==> src/rcap_pkg.sv <==
package rcap_pkg;
    // register byte addresses
    localparam logic [7:0] RCAP_CFG_ADDR    = 8'h00;
    localparam logic [7:0] RCAP_STAT_ADDR   = 8'h04;
    localparam logic [7:0] RCAP_MASK_ADDR   = 8'h08;
    localparam logic [7:0] RCAP_REMOTE_ADDR = 8'h0c;
    localparam logic [7:0] RCAP_ALERT_ADDR  = 8'h10;
    localparam logic [7:0] RCAP_FAN_ADDR    = 8'h14;
    // configuration fields
    localparam int RCAP_CFG_INT_EN  = 1;
    localparam int RCAP_CFG_GPI_POL = 2;
    localparam int RCAP_CFG_FAN_OFF = 3;
    // status / mask fields
    localparam int RCAP_ST_TRIP     = 0;
    localparam int RCAP_ST_HWTRIP   = 1;
    localparam int RCAP_ST_GPI      = 4;
    // remote function fields
    localparam int RCAP_RF_RESET    = 0;
    localparam int RCAP_RF_OFF      = 1;
    // reset values and full fan speed
    localparam logic [7:0] RCAP_CFG_RST  = 8'h00;
    localparam logic [7:0] RCAP_MASK_RST = 8'h00;
    localparam logic [7:0] RCAP_FAN_RST  = 8'h00;
    localparam logic [7:0] RCAP_FAN_FULL = 8'hff;
    // timing
    localparam int RCAP_CLK_HZ        = 10_000_000;
    localparam int RCAP_PULSE_US      = 100;
    localparam int RCAP_PULSE_CYCLES  = RCAP_PULSE_US * (RCAP_CLK_HZ / 1_000_000);
endpackage

==> src/rcap_sync.sv <==
`timescale 1ns/100ps
module rcap_sync #(
    parameter int W = 1
) (
    input  wire logic         pclk,
    input  wire logic         presetn,
    input  wire logic [W-1:0] d,
    output logic      [W-1:0] q
);
    logic [W-1:0] meta_reg;

    always_ff @(posedge pclk or negedge presetn) begin
        if (!presetn) begin
            meta_reg <= '0;
            q        <= '0;
        end else begin
            meta_reg <= d;
            q        <= meta_reg;
        end
    end
endmodule

==> src/rcap_top.sv <==
// Operation
// - fan off request drives open-drain pin low, independent of fan speed
// - released fan off pin means fan may run
// - general input has programmable polarity; active sets status bit 4
// - auxiliary reset input low resets the registers and the remote reset pulse
// - main power lost low: fan speed off, remote power-off cleared
// - remote reset open-drain output pulses low on remote message
// - high on fan speed/test pin selects nand tree test mode
// - outside test mode the pin is the fan speed output
// - primary over-temperature output low while setpoint exceeded
// - fan commanded full speed while setpoint exceeded, unless main power lost
// - in test mode primary over-temperature output carries nand tree result
// - secondary open-drain over-temperature output mirrors the primary indication outside test mode
// - remote power-off output driven high on remote message
// - remote power-off and its bit stay high until power lost or auxiliary reset
// - interrupt output signals violated trip point
// - interrupt output enabled only by config bit 1, disabled after reset
// - remote function register writes trigger remote reset and power-off
// - interrupt mask register suppresses each source individually
//
// The placing of the registers and the APB register port were chosen for this implementation.
`timescale 1ns/100ps
module rcap_top
    import rcap_pkg::*;
#(
    parameter int PULSE_CYCLES = RCAP_PULSE_CYCLES
) (
    input  wire logic        pclk,
    input  wire logic        presetn,
    input  wire logic        psel,
    input  wire logic        penable,
    input  wire logic        pwrite,
    input  wire logic [7:0]  paddr,
    input  wire logic [31:0] pwdata,
    input  wire logic [3:0]  pstrb,
    output logic      [31:0] prdata,
    output logic             pready,
    output logic             pslverr,
    input  wire logic        general_input_pin,
    input  wire logic        auxiliary_reset_n_in,
    input  wire logic        main_power_lost_n_in,
    input  wire logic        fan_speed_test_in,
    input  wire logic        trip_violation_in,
    input  wire logic        setpoint_exceeded_in,
    input  wire logic        nand_tree_result_in,
    output logic             fan_off_oe,
    output logic             remote_reset_oe,
    output logic             remote_power_off_out,
    output logic             over_temp_primary_out,
    output logic             over_temp_primary_oe,
    output logic             over_temp_secondary_oe,
    output logic             int_oe,
    output logic [7:0]       fan_speed_out,
    output logic             fan_speed_out_en
);

    ////////////////////////////////////////////////////////////////////////////
    // pin synchronisers and internal reset

    logic [4:0] pins_s;
    logic       gpi_s;
    logic       aux_n_s;
    logic       pwr_n_s;
    logic       test_s;
    logic       trip_s;
    logic       blk_rstn;

    rcap_sync #(.W(5)) u_sync (
        .pclk    (pclk),
        .presetn (presetn),
        .d       ({general_input_pin, auxiliary_reset_n_in, main_power_lost_n_in,
                   fan_speed_test_in, trip_violation_in}),
        .q       (pins_s)
    );

    assign gpi_s   = pins_s[4];
    assign aux_n_s = pins_s[3];
    assign pwr_n_s = pins_s[2];
    assign test_s  = pins_s[1];
    assign trip_s  = pins_s[0];

    // synchronised aux reset acts as a synchronous reset of the registers and pulse counter
    assign blk_rstn = aux_n_s;

    ////////////////////////////////////////////////////////////////////////////
    // apb decode

    logic       wr_en;
    logic       rd_en;
    logic       hit_cfg;
    logic       hit_stat;
    logic       hit_mask;
    logic       hit_remote;
    logic       hit_alert;
    logic       hit_fan;
    logic       hit_any;

    function automatic logic addr_is(input logic [7:0] a, input logic [7:0] r);
        return a == r;
    endfunction

    assign hit_cfg    = addr_is(paddr, RCAP_CFG_ADDR);
    assign hit_stat   = addr_is(paddr, RCAP_STAT_ADDR);
    assign hit_mask   = addr_is(paddr, RCAP_MASK_ADDR);
    assign hit_remote = addr_is(paddr, RCAP_REMOTE_ADDR);
    assign hit_alert  = addr_is(paddr, RCAP_ALERT_ADDR);
    assign hit_fan    = addr_is(paddr, RCAP_FAN_ADDR);
    assign hit_any    = hit_cfg | hit_stat | hit_mask | hit_remote | hit_alert | hit_fan;
    assign wr_en      = psel & penable & pwrite & pstrb[0] & hit_any;
    assign rd_en      = psel & ~penable & ~pwrite;

    ////////////////////////////////////////////////////////////////////////////
    // registers

    logic [7:0] cfg_reg;
    logic [7:0] cfg_next;
    logic [7:0] stat_reg;
    logic [7:0] stat_next;
    logic [7:0] mask_reg;
    logic [7:0] mask_next;
    logic [7:0] fan_reg;
    logic [7:0] fan_next;
    logic       roff_reg;
    logic       roff_next;
    logic       gpi_act;
    logic       pwr_lost;
    logic       hot;
    logic       rf_reset_go;
    logic       rf_off_go;
    logic       stat_clr_go;
    logic [7:0] stat_set;

    assign pwr_lost    = ~pwr_n_s;
    assign hot         = setpoint_exceeded_in;
    assign gpi_act     = gpi_s ^ ~cfg_reg[RCAP_CFG_GPI_POL];
    assign rf_reset_go = wr_en & hit_remote & pwdata[RCAP_RF_RESET];
    assign rf_off_go   = wr_en & hit_remote & pwdata[RCAP_RF_OFF];
    assign stat_clr_go = wr_en & hit_stat;

    // plain read/write registers
    assign cfg_next  = (wr_en & hit_cfg) ? pwdata[7:0] : cfg_reg;
    assign mask_next = (wr_en & hit_mask) ? pwdata[7:0] : mask_reg;
    assign fan_next  = (wr_en & hit_fan) ? pwdata[7:0] : fan_reg;

    always_comb begin
        stat_set                 = 8'h00;
        stat_set[RCAP_ST_GPI]    = gpi_act;
        stat_set[RCAP_ST_TRIP]   = trip_s;
        stat_set[RCAP_ST_HWTRIP] = hot;
    end

    // per bit write-one-to-clear, new events win over the clear
    for (genvar i = 0; i < 8; i++) begin : g_stat
        assign stat_next[i] = stat_set[i] | (stat_reg[i] & ~(stat_clr_go & pwdata[i]));
    end

    // set by message, held until power lost or reset, which win
    assign roff_next = (pwr_lost | ~blk_rstn) ? 1'b0 : (roff_reg | rf_off_go);

    always_ff @(posedge pclk or negedge presetn) begin
        if (!presetn) begin
            cfg_reg <= RCAP_CFG_RST;
        end else if (!blk_rstn) begin
            cfg_reg <= RCAP_CFG_RST;
        end else begin
            cfg_reg <= cfg_next;
        end
    end

    always_ff @(posedge pclk or negedge presetn) begin
        if (!presetn) begin
            stat_reg <= 8'h00;
        end else if (!blk_rstn) begin
            stat_reg <= 8'h00;
        end else begin
            stat_reg <= stat_next;
        end
    end

    always_ff @(posedge pclk or negedge presetn) begin
        if (!presetn) begin
            mask_reg <= RCAP_MASK_RST;
        end else if (!blk_rstn) begin
            mask_reg <= RCAP_MASK_RST;
        end else begin
            mask_reg <= mask_next;
        end
    end

    always_ff @(posedge pclk or negedge presetn) begin
        if (!presetn) begin
            fan_reg <= RCAP_FAN_RST;
        end else if (!blk_rstn) begin
            fan_reg <= RCAP_FAN_RST;
        end else begin
            fan_reg <= fan_next;
        end
    end

    always_ff @(posedge pclk or negedge presetn) begin
        if (!presetn) begin
            roff_reg <= 1'b0;
        end else if (!blk_rstn) begin
            roff_reg <= 1'b0;
        end else begin
            roff_reg <= roff_next;
        end
    end

    ////////////////////////////////////////////////////////////////////////////
    // remote reset pulse

    logic [$clog2(PULSE_CYCLES+1)-1:0] pulse_cnt_reg;
    logic                              pulse_active;

    assign pulse_active = pulse_cnt_reg != '0;

    always_ff @(posedge pclk or negedge presetn) begin
        if (!presetn) begin
            pulse_cnt_reg <= '0;
        end else if (!blk_rstn) begin
            pulse_cnt_reg <= '0;
        end else if (rf_reset_go) begin
            pulse_cnt_reg <= PULSE_CYCLES[$clog2(PULSE_CYCLES+1)-1:0];
        end else if (pulse_active) begin
            pulse_cnt_reg <= pulse_cnt_reg - 1'b1;
        end
    end

    ////////////////////////////////////////////////////////////////////////////
    // pin outputs

    logic       int_req;
    logic       temp_alarm;
    logic [7:0] fan_drive;
    logic [7:0] alert_word;
    logic [7:0] rd_mux;

    assign int_req    = |(stat_reg & ~mask_reg);
    assign temp_alarm = hot;
    assign fan_drive  = pwr_lost ? RCAP_FAN_RST :
                        temp_alarm ? RCAP_FAN_FULL : fan_reg;
    assign alert_word = {3'b000, gpi_s, 1'b0, roff_reg, trip_s, temp_alarm};

    assign rd_mux = hit_cfg    ? cfg_reg :
                    hit_stat   ? stat_reg :
                    hit_mask   ? mask_reg :
                    hit_remote ? {6'b000000, roff_reg, pulse_active} :
                    hit_alert  ? alert_word :
                    hit_fan    ? fan_reg : 8'h00;

    logic       prim_out_next;
    logic       prim_oe_next;
    logic       int_next;
    logic       err_next;
    logic [31:0] rdata_next;

    // test mode hands the primary pin to the nand tree result
    assign prim_out_next = test_s ? nand_tree_result_in : 1'b0;
    assign prim_oe_next  = test_s ? ~nand_tree_result_in : temp_alarm;
    assign int_next      = cfg_reg[RCAP_CFG_INT_EN] & int_req;
    assign err_next      = psel & ~penable & pwrite & ~hit_any;
    assign rdata_next    = rd_en ? {24'h000000, rd_mux} : 32'h0000_0000;

    always_ff @(posedge pclk or negedge presetn) begin
        if (!presetn) begin
            fan_off_oe           <= 1'b0;
            remote_reset_oe      <= 1'b0;
            remote_power_off_out <= 1'b0;
        end else begin
            fan_off_oe           <= cfg_reg[RCAP_CFG_FAN_OFF];
            remote_reset_oe      <= pulse_active;
            remote_power_off_out <= roff_next;
        end
    end

    always_ff @(posedge pclk or negedge presetn) begin
        if (!presetn) begin
            over_temp_primary_out  <= 1'b0;
            over_temp_primary_oe   <= 1'b0;
            over_temp_secondary_oe <= 1'b0;
        end else begin
            over_temp_primary_out  <= prim_out_next;
            over_temp_primary_oe   <= prim_oe_next;
            over_temp_secondary_oe <= temp_alarm;
        end
    end

    always_ff @(posedge pclk or negedge presetn) begin
        if (!presetn) begin
            int_oe <= 1'b0;
        end else begin
            int_oe <= int_next;
        end
    end

    always_ff @(posedge pclk or negedge presetn) begin
        if (!presetn) begin
            fan_speed_out    <= 8'h00;
            fan_speed_out_en <= 1'b0;
        end else begin
            fan_speed_out    <= fan_drive;
            fan_speed_out_en <= ~test_s;
        end
    end

    ////////////////////////////////////////////////////////////////////////////
    // apb response, one access cycle after setup

    always_ff @(posedge pclk or negedge presetn) begin
        if (!presetn) begin
            prdata  <= 32'h0000_0000;
            pready  <= 1'b0;
            pslverr <= 1'b0;
        end else begin
            prdata  <= rdata_next;
            pready  <= psel & ~penable;
            pslverr <= err_next;
        end
    end

endmodule

==> config.mk <==
export PLATFORM = sky130hd
export DESIGN_NAME = rcap_top
export DESIGN_NICKNAME = d
export VERILOG_FILES = /design/src/rcap_pkg.sv /design/src/rcap_sync.sv /design/src/rcap_top.sv
export SDC_FILE = /design/constraint.sdc
export NUM_CORES = 1
export LEC_CHECK = 0
export BUFFER_PORTS_ARGS = -buffer_cell sky130_fd_sc_hd__buf_2
export CAP_MARGIN = 20
export CORE_ASPECT_RATIO = 0.9
export CORE_MARGIN = 2
export CORE_UTILIZATION = 45
export CTS_CLUSTER_DIAMETER = 200
export DETAILED_ROUTE_END_ITERATION = 6
export PLACE_DENSITY = 0.82
export SYNTH_ARGS = -nofsm -noshare
export SYNTH_HDL_FRONTEND = slang
export SYNTH_HIERARCHICAL = 1
export SYNTH_SLANG_ARGS = --single-unit
==> constraint.sdc <==
create_clock -name pclk -period 2.3 [get_ports pclk]
set_input_delay 0.23 -clock pclk [delete_from_list [all_inputs] [get_ports pclk]]
set_output_delay 0.23 -clock pclk [all_outputs]
set_load 0.05 [all_outputs]
==> reports/results.ini <==
[worst_hold_path]
hold_path.class = in -> async

[detailed_routing]
firstDrtPassIters = 5
post-route-drc-count = 0
wl_mm = 7.77
vias = 2661
wire_per_inst_um = 15.5
viasPerCell = 5.32
ant_nets = 0
drt_iter0_markers = 208

[yosys]
synth_cell_types = 53
synth_area_sq_um = 3630
synth_seq_cells = 79
seq_area_frac_synth_pct = 54.5
synth_edf_count = 0
yosys_warnings = 6
netlist_instances = 339
avgSynthCellArea_sq_um = 10.7
synth-main-ff-cell = dfrtp_1
async_reset_ff_share_pct = 100

[flow_run]
maxCapViolCount = 0

[pwr]
finalPower_uw = 3280
p_sw_uw = 1050
ir_drop_uv = 619
pwr-share-seq_pct = 47.5
p_int_uw = 2230
p_leak_uw = 0.00211
comb_power_share_pct = 21.4
swShare_pct = 32.1
power_frac_clock_pct = 31.1
powerDensity_nw_per_um2 = 789

[finish]
fin_nets = 454
n_antenna_cell = 0
largest_reg_flops = 10
syn_to_final_growth_pct = 14.5
post-route-util_pct = 52.3
drive_above_1_share_pct = 21.9

[grt]
grt_pass1_wl_mm = 12.7
grt_overflow_total = 0
first_global_vias = 2603
antenna_found_initial = 0
grt_max_degree = 80
grtUsageTotal_pct = 18.8

[die]
ios = 106
start_util_pct = 45.6
dieArea_sq_um = 8800
coreArea_sq_um = 7950
fp-row-count = 31
die_h_um = 89.2
dieWidth_um = 98.7

[setup_path]
required_ns = 2.53
endpoint_kind = flop
critPathArrivalTime_ns = 2.19
r2r_setup_slack_ns = 0.35
path_class = reg -> reg
slowest_delay_ns = 0.53
cp-start-kind = flop
cpMaxStageDelayCell = or3b_2
cp_cell_sequence = inv_1 > ha_1 > or3b_2 > nor3_1 > mux2i_1 > a21oi_1
path_max_fanout = 6

[place]
gp_congestion = 0.870
dp_hpwl_mm = 5.51
io_buffers = 54

[clock_tree]
clkTransAtPathRegs_ns = 0.08
clockBufferDepth = 2
root_buffer = clkbuf_8
cts_buffers = 9
clock_latency_ns = 0.35
cts_resized = 0
cts_tree = done
h-tree-depth = 3
cts_sinks = 79
post-cts-setup-buffers = 0
cts_hold_buf = 5

[sta]
relSlewSlack_pct = 37.0
setup_tns_ns = 0
fmax_mhz = 512
skew_ns = 0.00847
period_share_pct = 84.9
finalHoldViolCount = 0
rsz0062_at_grt = false
setup_viol = 0
tightest_slew_ns = 0.944
min_period_ns = 1.95
report.final.slew_viol_count = 0

[run_status]
status = finished clean

==> worst paths after layout <==
check	to	depth (start not counted)	from
min in group pclk	pready$_DFF_PN0_	2	penable
hold reg to reg	u_sync/q[2]$_DFF_PN0_	0	u_sync/meta_reg[2]$_DFF_PN0_
hold / removal	cfg_reg[5]$_DFFE_PN0P_	1	presetn
setup / recovery	pulse_cnt_reg[6]$_DFFE_PN0P_	6	pulse_cnt_reg[0]$_DFFE_PN0P_
setup reg to reg	pulse_cnt_reg[6]$_DFFE_PN0P_	6	pulse_cnt_reg[0]$_DFFE_PN0P_
max in group asynchronous	stat_reg[0]$_DFF_PN0_	1	presetn
==> cells by family (layout without fill, tap and decap cells) <==
kind of cell | after synthesis | count (layout) | synth area share, %
muxes | 34 | 34 | 9.41
and+or+nand+nor | 102 | 102 | 14.6
adders and majority gates | 1 | 1 | 0.345
buffers and inverters | 54 | 93 | 8.13
DFF | 79 | 79 | 54.5
xor gates and xnor gates | 4 | 4 | 0.965
other | 1 | 24 | 0.103
AOI/OAI and AO/OA | 64 | 64 | 12.0
==> placed cells by master (no fill, tap or decap), types with 2 or more instances in the layout <==
master and instances:
nand2_1 30, nor3_1 4, o21ai_0 7, clkbuf_8 10, nand4_1 3, nand4b_1 2, nor4_1 3, buf_2 53
a211oi_1 7, or3b_2 2, o211ai_1 2, o22ai_1 4, nor2_1 26, o21a_1 9, nor2b_1 4, dlygate4sd3_1 5
conb_1 24, buf_4 7, clkinvlp_4 2, xnor2_1 3, and2_1 2, dfrtp_1 79, a31oi_1 4, nand2b_1 6
a211oi_2 3, inv_1 12, a21oi_1 19, mux2i_1 33, nand3b_1 3, nand3_1 5
==> area by class of cell <==
cell class	count	area (sq um)
Clock inverter	5	58.8
Clock buffer	10	138
Tap cell	99	124
Sequential cell	79	1980
Timing Repair Buffer	65	368
Inverter	13	48.8
Fill cell	721	3790
Multi-Input combinational cell	229	1440
==> critical path, delay by kind of cell, from the launching register on <==
family | cells | cell delay, ns
AND/OR/NAND/NOR | 2 | 0.79
flip-flops | 1 | 0.43
multiplexers | 1 | 0.24
adder cells (fa/ha/maj) | 1 | 0.20
AO/OA/AOI/OAI | 1 | 0.10
buffers and inverters | 1 | 0.07
==> power by group through the flow <==
stage | registers, uW | logic (uW) | clock network, uW
6_report | 1560 | 702 | 1020
5_1_grt | 1570 | 774 | 1120
4_1_cts | 1550 | 699 | 1050
3_5_place_dp | 1580 | 692 | 0
3_3_place_gp | 1570 | 664 | 0
2_1_floorplan | 1630 | 495 | 0
==> Yosys cell counts (6+ instances only) <==
cell / count / area share (%)
buf_4: 24 / 5.0
o21ai_0: 7 / 0.97
nor2_1: 26 / 2.7
dfrtp_1: 79 / 54
mux2i_1: 33 / 9.1
nand2b_1: 6 / 1.0
nand2_1: 30 / 3.1
o21a_1: 9 / 1.9
a211oi_1: 7 / 1.4
inv_1: 12 / 1.2
clkbuf_1: 15 / 1.6
a21oi_1: 19 / 2.6
==> through the flow <==
stage	std cells	instance area [sq um]	setup slack, ns	hold WS [ns]
after floorplan	362	3720	0.520	-0.0656
after global placement	480	3910	0.483	0.333
after detailed placement	480	3910	0.372	0.336
after CTS	500	4160	0.360	0.0468
after global routing	500	4160	0.253	0.0724
final	500	4160	0.347	0.0388
==> routing by layer <==
layer	track usage, %	up-vias	wire length (um)
li1	-	1242	-
met1	23.5	1307	3330
met2	31.2	99	3780
met3	5.79	13	571
met4	7.35	0	91
met5	0	-	0
Power figures use the tool's default switching activity.
